==> src/rtl/iosd_regs.svh <==
`ifndef IOSD_REGS_SVH
`define IOSD_REGS_SVH

// Address space limits
`define IOSD_IO_TOP 7'h3f
`define IOSD_DS_OFFSET 7'h20
`define IOSD_DS_TOP 7'h5f
`define IOSD_BIT_TOP 6'h1f
`define IOSD_NUM_LOC 38

// Register locations (I/O addresses)
`define IOSD_A_ANA_DIS 6'h01
`define IOSD_A_BAUD_HI 6'h02
`define IOSD_A_FRAME_CFG 6'h03
`define IOSD_A_CMP_CS 6'h08
`define IOSD_A_BAUD_LO 6'h09
`define IOSD_A_SER_CTRL 6'h0a
`define IOSD_A_SER_STAT 6'h0b
`define IOSD_A_SER_DATA 6'h0c
`define IOSD_A_USER_STAT 6'h0e
`define IOSD_A_USER_DATA 6'h0f
`define IOSD_A_PD_IN 6'h10
`define IOSD_A_PD_DIR 6'h11
`define IOSD_A_PD_OUT 6'h12
`define IOSD_A_SCR0 6'h13
`define IOSD_A_SCR1 6'h14
`define IOSD_A_SCR2 6'h15
`define IOSD_A_PB_IN 6'h16
`define IOSD_A_PB_DIR 6'h17
`define IOSD_A_PB_OUT 6'h18
`define IOSD_A_PA_IN 6'h19
`define IOSD_A_PA_DIR 6'h1a
`define IOSD_A_PA_OUT 6'h1b
`define IOSD_A_NV_CTRL 6'h1c
`define IOSD_A_NV_DATA 6'h1d
`define IOSD_A_NV_ADDR 6'h1e
`define IOSD_A_PC_MASK 6'h20
`define IOSD_A_WD_CS 6'h21
`define IOSD_A_T16_FORCE 6'h22
`define IOSD_A_PRESC_RST 6'h23
`define IOSD_A_T16_CAP_LO 6'h24
`define IOSD_A_T16_CAP_HI 6'h25

// Implemented-bit masks
`define IOSD_NONE 8'h00
`define IOSD_FULL 8'hff
`define IOSD_M_ANA_DIS 8'h03
`define IOSD_M_BAUD_HI 8'h0f
`define IOSD_M_FRAME 8'h7f
`define IOSD_M_PD 8'h7f
`define IOSD_M_PA 8'h07
`define IOSD_M_NV_CTRL 8'h3f
`define IOSD_M_T16_FORCE 8'hc0
`define IOSD_M_PRESC 8'h01

// Bits owned by hardware (software writes ignored)
`define IOSD_RO_CMP 8'h20
`define IOSD_RO_SER_CTRL 8'h02
`define IOSD_RO_SER_STAT 8'hbc
`define IOSD_RO_USER_STAT 8'h10

// Write-one-to-clear flag bits
`define IOSD_C_CMP 8'h10
`define IOSD_C_SER_STAT 8'h40
`define IOSD_C_USER_STAT 8'he0
`define IOSD_C_WD 8'h80

`endif

==> src/rtl/iosd_pkg.sv <==
package iosd_pkg;

   typedef enum logic [3:0] {
      NO_OP,
      IO_READ_OP,
      IO_WRITE_OP,
      DATA_SPACE_LOAD_OP,
      DATA_SPACE_STORE_OP,
      SET_IO_BIT_OP,
      CLEAR_IO_BIT_OP,
      SKIP_IF_BIT_SET_OP,
      SKIP_IF_BIT_CLEAR_OP
   } iosd_op_e;

   typedef struct packed {
      logic [7:0] impl;
      logic [7:0] ro;
      logic [7:0] w1c;
   } iosd_mask_s;

endpackage

==> src/rtl/iosd_addr_map.sv <==
`timescale 1ns/1ps
`default_nettype none
`include "iosd_regs.svh"

module iosd_addr_map
   import iosd_pkg::*;
(
   input wire iosd_op_e op,
   input wire logic [6:0] addr,
   output logic [5:0] ioIdx,
   output logic ioHit,
   output logic isWrite,
   output logic isBit,
   output logic isSkip,
   output logic bitOk
);

   always_comb
   begin
      ioIdx = addr[5:0];
      ioHit = 1'b0;
      isWrite = 1'b0;
      isBit = 1'b0;
      isSkip = 1'b0;
      case (op)
         IO_READ_OP: ioHit = (addr <= `IOSD_IO_TOP);
         IO_WRITE_OP:
         begin
            ioHit = (addr <= `IOSD_IO_TOP);
            isWrite = 1'b1;
         end
         DATA_SPACE_LOAD_OP, DATA_SPACE_STORE_OP:
         begin
            // Data-space view sits 0x20 above the I/O view
            ioHit = (addr >= `IOSD_DS_OFFSET) && (addr <= `IOSD_DS_TOP);
            ioIdx = 6'(addr - `IOSD_DS_OFFSET);
            isWrite = (op == DATA_SPACE_STORE_OP);
         end
         SET_IO_BIT_OP, CLEAR_IO_BIT_OP:
         begin
            ioHit = (addr <= `IOSD_IO_TOP);
            isWrite = 1'b1;
            isBit = 1'b1;
         end
         SKIP_IF_BIT_SET_OP, SKIP_IF_BIT_CLEAR_OP:
         begin
            ioHit = (addr <= `IOSD_IO_TOP);
            isBit = 1'b1;
            isSkip = 1'b1;
         end
         default: ioHit = 1'b0;
      endcase
      bitOk = ioHit && (addr[5:0] <= `IOSD_BIT_TOP);
   end

endmodule
`default_nettype wire

==> src/rtl/iosd_bit_merge.sv <==
`timescale 1ns/1ps
`default_nettype none

module iosd_bit_merge
   import iosd_pkg::*;
(
   input wire logic isBit,
   input wire logic setVal,
   input wire logic [2:0] bitSel,
   input wire logic [7:0] cur,
   input wire logic [7:0] data,
   input wire iosd_mask_s mask,
   output logic [7:0] nxt
);

   logic [7:0] oneHot;
   logic [7:0] wrMask;
   logic [7:0] wrBits;
   logic [7:0] newData;
   logic [7:0] clrBits;

   always_comb
   begin
      oneHot = 8'h01 << bitSel;
      wrMask = mask.impl & ~mask.ro & ~mask.w1c;
      // A bit operation touches only its own bit, never its neighbours
      wrBits = isBit ? (oneHot & wrMask) : wrMask;
      newData = isBit ? {8{setVal}} : data;
      clrBits = (isBit ? oneHot : 8'hff) & mask.w1c & newData;
      nxt = ((cur & ~wrBits) | (newData & wrBits)) & ~clrBits;
   end

endmodule
`default_nettype wire

==> src/rtl/iosd_io_space.sv <==
// How it works
// - I/O read and write use a six-bit address 0x00..0x3F, no offset.
// - Data-space load and store reach each register at its I/O address plus 0x20.
// - Bit set and clear act only on I/O addresses 0x00..0x1F.
// - Bit-test ops in the low range report skip when the bit matches.
// - Status flags clear on writing one; writing zero leaves them.
// - Bit set or clear changes only the addressed bit, no other flag.
`timescale 1ns/1ps
`default_nettype none
`include "iosd_regs.svh"

module iosd_io_space
   import iosd_pkg::*;
#(
   parameter int NUM_LOC = `IOSD_NUM_LOC
)
(
   input wire logic clk_sys,
   input wire logic sys_rst,
   input wire logic reqValid,
   input wire iosd_op_e reqOp,
   input wire logic [6:0] reqAddr,
   input wire logic [7:0] reqData,
   input wire logic [2:0] reqBit,
   output logic respValid_r,
   output logic [7:0] respData_r,
   output logic skipNext_r,
   output logic respFault_r,
   input wire logic hwValid,
   input wire logic [5:0] hwIdx,
   input wire logic [7:0] hwSet,
   input wire logic [7:0] hwClr,
   input wire logic [7:0] pinAIn,
   input wire logic [7:0] pinBIn,
   input wire logic [7:0] pinDIn,
   output logic periphWrStb_r,
   output logic periphRdStb_r,
   output logic [5:0] periphIdx_r,
   output logic [7:0] periphData_r,
   output logic [7:0] portAOut,
   output logic [7:0] portADir,
   output logic [7:0] portBOut,
   output logic [7:0] portBDir,
   output logic [7:0] portDOut,
   output logic [7:0] portDDir
);

   logic [7:0] locVal_r [NUM_LOC];
   logic [7:0] port_a_pin_input_r;
   logic [7:0] port_b_pin_input_r;
   logic [7:0] port_d_pin_input_r;
   logic [5:0] ioIdx;
   logic ioHit;
   logic isWrite;
   logic isBit;
   logic isSkip;
   logic bitOk;
   logic locOk;
   logic opOk;
   logic wrEn;
   logic rdEn;
   iosd_mask_s mask;
   logic [7:0] curVal;
   logic [7:0] mergeNxt;
   logic bitVal;

   function automatic iosd_mask_s mask_of(input logic [5:0] idx);
      iosd_mask_s m;
      m = '{impl: `IOSD_NONE, ro: `IOSD_NONE, w1c: `IOSD_NONE};
      case (idx)
         `IOSD_A_ANA_DIS: m.impl = `IOSD_M_ANA_DIS;
         `IOSD_A_BAUD_HI: m.impl = `IOSD_M_BAUD_HI;
         `IOSD_A_FRAME_CFG: m.impl = `IOSD_M_FRAME;
         `IOSD_A_CMP_CS: m = '{impl: `IOSD_FULL, ro: `IOSD_RO_CMP, w1c: `IOSD_C_CMP};
         `IOSD_A_BAUD_LO: m.impl = `IOSD_FULL;
         `IOSD_A_SER_CTRL: m = '{impl: `IOSD_FULL, ro: `IOSD_RO_SER_CTRL, w1c: `IOSD_NONE};
         `IOSD_A_SER_STAT:
            m = '{impl: `IOSD_FULL, ro: `IOSD_RO_SER_STAT, w1c: `IOSD_C_SER_STAT};
         `IOSD_A_SER_DATA: m.impl = `IOSD_FULL;
         `IOSD_A_USER_STAT:
            m = '{impl: `IOSD_FULL, ro: `IOSD_RO_USER_STAT, w1c: `IOSD_C_USER_STAT};
         `IOSD_A_USER_DATA: m.impl = `IOSD_FULL;
         `IOSD_A_PD_IN: m = '{impl: `IOSD_M_PD, ro: `IOSD_M_PD, w1c: `IOSD_NONE};
         `IOSD_A_PD_DIR: m.impl = `IOSD_M_PD;
         `IOSD_A_PD_OUT: m.impl = `IOSD_M_PD;
         `IOSD_A_SCR0: m.impl = `IOSD_FULL;
         `IOSD_A_SCR1: m.impl = `IOSD_FULL;
         `IOSD_A_SCR2: m.impl = `IOSD_FULL;
         `IOSD_A_PB_IN: m = '{impl: `IOSD_FULL, ro: `IOSD_FULL, w1c: `IOSD_NONE};
         `IOSD_A_PB_DIR: m.impl = `IOSD_FULL;
         `IOSD_A_PB_OUT: m.impl = `IOSD_FULL;
         `IOSD_A_PA_IN: m = '{impl: `IOSD_M_PA, ro: `IOSD_M_PA, w1c: `IOSD_NONE};
         `IOSD_A_PA_DIR: m.impl = `IOSD_M_PA;
         `IOSD_A_PA_OUT: m.impl = `IOSD_M_PA;
         `IOSD_A_NV_CTRL: m.impl = `IOSD_M_NV_CTRL;
         `IOSD_A_NV_DATA: m.impl = `IOSD_FULL;
         `IOSD_A_NV_ADDR: m.impl = `IOSD_FULL;
         `IOSD_A_PC_MASK: m.impl = `IOSD_FULL;
         `IOSD_A_WD_CS: m = '{impl: `IOSD_FULL, ro: `IOSD_NONE, w1c: `IOSD_C_WD};
         `IOSD_A_T16_FORCE: m.impl = `IOSD_M_T16_FORCE;
         `IOSD_A_PRESC_RST: m.impl = `IOSD_M_PRESC;
         `IOSD_A_T16_CAP_LO: m.impl = `IOSD_FULL;
         `IOSD_A_T16_CAP_HI: m.impl = `IOSD_FULL;
         default: m.impl = `IOSD_NONE;
      endcase
      return m;
   endfunction

   iosd_addr_map u_addr_map (
      .op(reqOp),
      .addr(reqAddr),
      .ioIdx(ioIdx),
      .ioHit(ioHit),
      .isWrite(isWrite),
      .isBit(isBit),
      .isSkip(isSkip),
      .bitOk(bitOk)
   );

   iosd_bit_merge u_bit_merge (
      .isBit(isBit),
      .setVal(reqOp == SET_IO_BIT_OP),
      .bitSel(reqBit),
      .cur(curVal),
      .data(reqData),
      .mask(mask),
      .nxt(mergeNxt)
   );

   // Upper locations belong to other decoders; here they are simply empty
   always_comb
   begin
      mask = mask_of(ioIdx);
      locOk = ioHit && (32'(ioIdx) < NUM_LOC) && (mask.impl != `IOSD_NONE);
      opOk = locOk && (!isBit || bitOk);
      wrEn = reqValid && opOk && isWrite;
      rdEn = reqValid && opOk && !isWrite;
   end

   always_comb
   begin
      curVal = 8'h00;
      if (locOk)
      begin
         case (ioIdx)
            `IOSD_A_PA_IN: curVal = port_a_pin_input_r;
            `IOSD_A_PB_IN: curVal = port_b_pin_input_r;
            `IOSD_A_PD_IN: curVal = port_d_pin_input_r;
            default: curVal = locVal_r[ioIdx];
         endcase
      end
      curVal = curVal & mask.impl;
      bitVal = curVal[reqBit];
   end

   always_ff @(posedge clk_sys or posedge sys_rst)
   begin
      if (sys_rst)
      begin
         port_a_pin_input_r <= 8'h00;
         port_b_pin_input_r <= 8'h00;
         port_d_pin_input_r <= 8'h00;
      end
      else
      begin
         port_a_pin_input_r <= pinAIn;
         port_b_pin_input_r <= pinBIn;
         port_d_pin_input_r <= pinDIn;
      end
   end

   // Hardware set is applied last so an event in the clearing cycle survives
   for (genvar g = 0; g < NUM_LOC; g++)
   begin : g_loc
      localparam logic [5:0] LOC = 6'(g);
      localparam iosd_mask_s LOC_MASK = mask_of(LOC);
      logic [7:0] base;
      always_comb
      begin
         base = (wrEn && ioIdx == LOC) ? mergeNxt : locVal_r[g];
         if (hwValid && hwIdx == LOC)
         begin
            base = (base & ~hwClr) | hwSet;
         end
      end
      always_ff @(posedge clk_sys or posedge sys_rst)
      begin
         if (sys_rst)
         begin
            locVal_r[g] <= 8'h00;
         end
         else
         begin
            locVal_r[g] <= base & LOC_MASK.impl;
         end
      end
   end

   always_ff @(posedge clk_sys or posedge sys_rst)
   begin
      if (sys_rst)
      begin
         respValid_r <= 1'b0;
         respData_r <= 8'h00;
         skipNext_r <= 1'b0;
         respFault_r <= 1'b0;
      end
      else
      begin
         respValid_r <= reqValid;
         respData_r <= (rdEn && !isSkip) ? curVal : 8'h00;
         skipNext_r <= rdEn && isSkip &&
                       (bitVal == (reqOp == SKIP_IF_BIT_SET_OP));
         respFault_r <= reqValid && isBit && ioHit && !bitOk;
      end
   end

   // Peripherals see each accepted access; reserved locations give no strobe
   always_ff @(posedge clk_sys or posedge sys_rst)
   begin
      if (sys_rst)
      begin
         periphWrStb_r <= 1'b0;
         periphRdStb_r <= 1'b0;
         periphIdx_r <= 6'h00;
         periphData_r <= 8'h00;
      end
      else
      begin
         periphWrStb_r <= wrEn;
         periphRdStb_r <= rdEn;
         if (reqValid && opOk)
         begin
            periphIdx_r <= ioIdx;
            periphData_r <= wrEn ? mergeNxt : curVal;
         end
      end
   end

   assign portAOut = locVal_r[`IOSD_A_PA_OUT];
   assign portADir = locVal_r[`IOSD_A_PA_DIR];
   assign portBOut = locVal_r[`IOSD_A_PB_OUT];
   assign portBDir = locVal_r[`IOSD_A_PB_DIR];
   assign portDOut = locVal_r[`IOSD_A_PD_OUT];
   assign portDDir = locVal_r[`IOSD_A_PD_DIR];

endmodule
`default_nettype wire

==> config.mk <==
export PLATFORM = sky130hd
export DESIGN_NAME = iosd_io_space
export DESIGN_NICKNAME = d
export VERILOG_FILES = /design/src/rtl/iosd_pkg.sv /design/src/rtl/iosd_addr_map.sv /design/src/rtl/iosd_bit_merge.sv /design/src/rtl/iosd_io_space.sv
export VERILOG_INCLUDE_DIRS = /design/src /design/src/rtl
export SDC_FILE = /design/constraint.sdc
export NUM_CORES = 1
export LEC_CHECK = 0
export BUFFER_PORTS_ARGS = -buffer_cell sky130_fd_sc_hd__buf_2
export CAP_MARGIN = 20
export CORE_MARGIN = 1.5
export CORE_UTILIZATION = 38
export CTS_CLUSTER_DIAMETER = 80
export DETAILED_ROUTE_END_ITERATION = 8
export PLACE_DENSITY_LB_ADDON = 0.25
export RECOVER_POWER = 25
export SLEW_MARGIN = 20
export SYNTH_ARGS = -nofsm -noshare
export SYNTH_HDL_FRONTEND = slang
export SYNTH_SLANG_ARGS = --single-unit
==> constraint.sdc <==
create_clock -name clk_sys -period 6.72 [get_ports clk_sys]
set_input_delay 0.336 -clock clk_sys [delete_from_list [all_inputs] [get_ports clk_sys]]
set_output_delay 0.336 -clock clk_sys [all_outputs]
set_load 0.01 [all_outputs]
==> metrics, run 1 <==
flop and latch count out of synthesis roughly 260; CP max stage cell nor2_1; # DRC 0; Post-synth EDFFs 0; failing checks max-capacitance violations, max-slew violations; top_reg_cell synth dfrtp_1; CP endpoint locVal_r[203]; slew margin rel. -0.0628; Min-Delay Path Class in -> reg; RePlAce Congestion 0.982; core area roughly 43000 um^2; worst path bufs/invs 2; top cells by count, synth nand2_1, dfrtp_1, a22o_1; pin count of the biggest net entering global routing between 70 and 80; most frequent cell after synthesis nand2_1; CP cell instances buf_2, buf_4, nor2_1, o21ai_0, a22oi_1, nor4_1, a211oi_1, a221oi_1, o21ba_1, mux2_1, a22o_1; Setup CP Type in -> reg; drt via density about 6.3; adder-cell share of the synthesized area 0; Die Height 212 um; Routed Antenna Nets 0; H-tree depth 1; initial DRC count around 1900; largest family of logic cells by synthesized area compound AO/OA/AOI/OAI gates; DIE AREA 45100 um^2; unrepaired setup endpoints after global routing no; Max stage delay on crit path about 0.76 ns; crit path capture type register; Synth top area share 0.383; ys async rst share 1.00; global-route wire length before repair 97.5 mm; sequential-to-total area share from yosys stat 0.383; CP Data Required Time between 7 and 8 ns; Critical Path Start Type input pin; dpl cells between 2000 and 2500; post-detail-place hpwl between 40 and 50 mm; Fillers roughly 4300; largest area contributor in the netlist dfrtp_1; Final Slew Violations 29; Synth Area in Simple Gates 0.185; Area growth syn-to-layout 11.5%; Synth Area in Compound Gates 0.206; GRT Overall Usage 0.290; Ant. Diodes 0; CP Launch Point reqAddr[3]; cts repair resizes 0; total number of yosys warnings 0; Nets around 1900; Post-Synthesis Cell Area about 17000 um^2; Max Clock Freq 207 MHz; sum of negative setup slack 0 ns; Final period util 0.718; final setup vio count 0; CTS tree yes; CTS Root Cell clkbuf_16; number of CTS-inserted buffers 30; Avg WL per Cell ~28 um; slew at the pin closest to its max-slew limit 1.59 ns; # rows between 70 and 80; Routed WL roughly 66 mm; share of cells above drive strength 1 0.202; Vias between 15000 and 20000; Die W approximately 210 um; FF-to-FF Start portBDir[3]; WP depth 11; fin crit period 4.82 ns; max-cap viol count 1; Worst Reg-to-Reg Cells 9; status finished, violations left; Hold Vio Cnt, Final 0; antenna violations before repair 2; post-synth cell types 94; cell area power density ~240 nW/um^2; Top Ports 147; Setup WS post-layout around 1.9 ns; grt ovf 0; maximum VDD drop roughly 0.19 mV; clk buf depth 3; CTS sink cnt ~260; vias in the first global route approximately 14000; post-synthesis mux area share 0.159; CP top delay family compound AO/OA/AOI/OAI gates; worst r2r dst portDDir[3]; Gate Count Post-Synth 1753; flop2flop setup slack about 3.1 ns; worst-path fanout max 31; DP Worst Slack approximately 1.5 ns; fin area around 19000 um^2; fin cells 2395; Clock Latency Late Sink 0.60 ns; input/output buffers about 130; placed instance area roughly 17000 um^2; Initial Utilization 0.386; 1st-pass router iterations 5; arrival time worst endpoint approximately 5.3 ns; Syn Area/Cell 9.51 um^2; Worst-path clk slew 0.06 ns; Synth Area in XOR/XNOR 0.00105; Fin Clk Skew 0.0190 ns; Leak Pwr between 7 and 8 nW; ranking of synthesized cells by area dfrtp_1, a22o_1, mux2_2
-- flip-flops by register name (all words and copies together), names as in the netlist, 6 cells and up --
signal and cells:
port_a_pin_input_r 8, respData_r 8, portDOut 7, port_d_pin_input_r 8, locVal_r 168, portBOut 8, port_b_pin_input_r 8, periphIdx_r 6
portDDir 7, periphData_r 8, portBDir 8
-- tightest hold or removal path: cells and delay by family --
| family | cells | cell delay, ns |
|---|---|---|
| buffers and inverters | 1 | 0.28 |
| AND/OR/NAND/NOR | 2 | 0.19 |
-- logic make-up after synthesis --
group | after synthesis
AND/OR/NAND/NOR | 608
buffers and inverters | 220
AO/OA/AOI/OAI | 447
multiplexers | 220
other | 1
XOR/XNOR | 2
flip-flops | 255
-- power breakdown --
part	switching, W	leakage (nW)	internal, W	total, W
registers	0.000146	3.35	0.00174	0.00188
clock network	0.000688	0.483	0.000930	0.00162
logic	0.000592	3.95	0.000398	0.000990
-- metrics by stage --
stage	hold slack [ns]	util	power, W
finish	0.261	0.430	0.00449
detailed placement	0.423	0.403	0.00287
global route	0.285	0.430	0.00465
CTS	0.0964	0.431	0.00449
floorplan	0.367	-	0.00254
global placement	0.423	0.403	0.00285
-- worst min-delay path by stage --
stage	start	end	slack, ns	cells past startpoint
6_report	reqAddr[5]	respFault_r	0.26	3
3_5_place_dp	sys_rst	port_b_pin_input_r[4]	0.42	2
2_1_floorplan	pinAIn[0]	port_a_pin_input_r[0]	0.37	0
5_1_grt	reqAddr[5]	respFault_r	0.29	3
4_1_cts	reqAddr[5]	respFault_r	0.1	3
3_3_place_gp	sys_rst	port_d_pin_input_r[4]	0.42	2
-- what timing repair did --
item,in CTS,in global routing
buffers inserted,0,0
hold buffers,26,0
hold endpoints to repair,49,0
-- metal layers --
metal  track usage  vias up  wire length, um
met5             0        -               21
met3        0.0513      135             6660
met1         0.423     7504            28500
met4         0.102        4             2490
li1              -     6462                -
met2         0.430      936            28200
-- cells in the final DEF, fill, tap and decap left out, drive strengths merged, types with 9 or more instances in the layout --
cell type,count
nand3,28
nor2b,19
clkbuf,115
a21oi,47
a22o,172
mux2,168
mux2i,35
buf,102
a211oi,13
dfrtp,255
nand2,319
nand3b,9
conb,12
nand2b,14
a22oi,14
or3,10
o21ai,82
a21o,11
a221oi,16
mux4,17
inv,15
nor3,25
nor2,97
nor4,36
o211ai,17
dlygate4sd3,26
-- area by class of cell --
class	instances	area [um^2]	area share
multi-input cells	1289	9300	0.501
flip-flops and latches	255	6380	0.343
repair buffers	196	1130	0.0609
clock buffers	47	915	0.0492
well taps	585	732	0.0394
inverters	16	61.3	0.00330
clock inverters	7	56.3	0.00303
Note: power is estimated with default switching activity, not from simulation.
==> inputs of run 2 (changes only) <==
Clock period 6.72 ns to 4.43 ns, I/O delays scaled along.
==> run 2 against run 1 <==
The flow still finishes with violations (max-capacitance violations, max-slew violations). Power is 50% higher. Via count is 1.1% higher. Critical path depth stayed put. Core utilization is 1.4 points higher. Global-route usage is 0.54 points higher. Critical path type unchanged. Largest power group unchanged.
==> metrics, run 2 (same netlist as run 1, synthesis figures left out) <==
status finished, violations left; failing checks max-capacitance violations, max-slew violations; cell area power density approximately 350 nW/um^2; Setup CP Type in -> reg; Final Slew Violations between 100 and 150; Vias between 15000 and 20000; Worst-path clk slew ~0.060 ns; drt via density approximately 6.2; vias in the first global route 14864; Fin Clk Skew between 0.02 and 0.03 ns; Fillers 4261; Leak Pwr between 8 and 9 nW; CP Data Required Time slightly below 5 ns; fin util 0.444; slew at the pin closest to its max-slew limit 3.12 ns; H-tree depth 1; GRT Overall Usage 0.296; Top Ports 147; Max Clock Freq 266 MHz; CTS tree yes; Routed WL roughly 67 mm; fin crit period ~3.8 ns; Initial Utilization 0.386; crit path capture type register; core area ~43000 um^2; Routed Antenna Nets 0; CP endpoint locVal_r[139]; antenna violations before repair 3; sum of negative setup slack 0 ns; # DRC 0; Biggest register locVal_r; Hold Vio Cnt, Final 0; CTS Root Cell clkbuf_16; commonest non-fill, non-tap cell in the layout nand2_1; Final period util 0.849; initial DRC count between 1500 and 2000; final setup vio count 0; fin area between 15000 and 20000 um^2; CP Launch Point reqAddr[5]; placed instance area between 15000 and 20000 um^2; pin count of the biggest net entering global routing approximately 130; Worst Reg-to-Reg Cells 11; cts repair resizes 0; unrepaired setup endpoints after global routing no; 1st-pass router iterations 7; Nets 1934; Avg WL per Cell 27.1 um; post-detail-place hpwl around 46 mm; input/output buffers approximately 130; number of CTS-inserted buffers 30; maximum VDD drop ~0.26 mV; max FFs per register roughly 170; clk buf depth 3; RePlAce Congestion slightly below 1; Critical Path Start Type input pin; Die Height ~210 um; FF-to-FF Start portBDir[3]; Setup WS post-layout roughly 0.67 ns; worst-path fanout max 19; max-cap viol count 1; slew margin rel. -1.08; grt ovf 0; Min-Delay Path Class in -> reg; most frequent cells in the layout nand2_1, dfrtp_1, a22o_1; worst r2r dst locVal_r[187]; flop2flop setup slack 0.96 ns; global-route wire length before repair a little under 100 mm; CTS sink cnt 255; share of cells above drive strength 1 0.259; Die W roughly 210 um; DIE AREA around 45000 um^2; arrival time worst endpoint approximately 4.2 ns; # rows 76; Clock Latency Late Sink between 0.5 and 0.6 ns; Power Total 0.00674 W; Area growth syn-to-layout 15.1%; DP Worst Slack roughly 0.42 ns
## run 2: cell type report
class | instances | area (um^2) | share of cell area
clock buffers | 45 | 837 | 0.0436
multi-input cells | 1289 | 9280 | 0.484
clock inverters | 3 | 53.8 | 0.00281
well taps | 585 | 732 | 0.0382
diodes | 2 | 5.00 | 0.000261
flip-flops and latches | 255 | 6380 | 0.333
inverters | 16 | 61.3 | 0.00320
repair buffers | 270 | 1830 | 0.0954
## run 2: timing repair
item | in CTS | in global routing
hold buffers | 27 | 0
setup buffers | 0 | 0
endpoints found under the hold margin | 273 | 0
## run 2: worst min path at each step
stage               start               endpoint  slack (ns)  cells past startpoint
2_1_floorplan   pinAIn[0]  port_a_pin_input_r[0]        0.25                      0
3_3_place_gp    pinAIn[0]  port_a_pin_input_r[0]        0.33                      1
3_5_place_dp    pinBIn[5]  port_b_pin_input_r[5]        0.33                      1
4_1_cts        reqData[0]        periphData_r[0]        0.13                      5
5_1_grt          hwIdx[0]          locVal_r[233]        0.12                      4
6_report         hwIdx[0]          locVal_r[233]        0.10                      4
## run 2: power breakdown
part	switching [W]	internal, W	leakage (nW)
registers	0.000208	0.00264	3.35
clock network	0.000989	0.00134	0.427
logic	0.000896	0.000665	4.59
## run 2: metal layers
| layer | track usage | share of wire | wire length, um | up-vias |
|---|---|---|---|---|
| met5 | 0 | 0.00025 | 17 | - |
| met4 | 0.104 | 0.033 | 2210 | 2 |
| met3 | 0.0502 | 0.084 | 5640 | 123 |
| met2 | 0.454 | 0.44 | 29500 | 841 |
| met1 | 0.418 | 0.44 | 29400 | 7642 |
| li1 | - | - | - | 6596 |
## run 2: critical path, cell delays in order
cell and delay (ns):
dlygate4sd3_1 0.52, buf_2 0.27, inv_1 0.20, nor3_2 0.50, nor2_1 0.27, a221o_1 0.42
nor3_4 0.38, a221oi_1 0.23, o21ba_1 0.54, mux2_1 0.45, a22o_1 0.20
## run 2: stage by stage
step / hold WS (ns) / cells
after global placement: 0.333 / 2384
after floorplan: 0.253 / 1764
after detailed placement: 0.331 / 2385
after CTS: 0.132 / 2460
final: 0.103 / 2465
after global routing: 0.119 / 2463
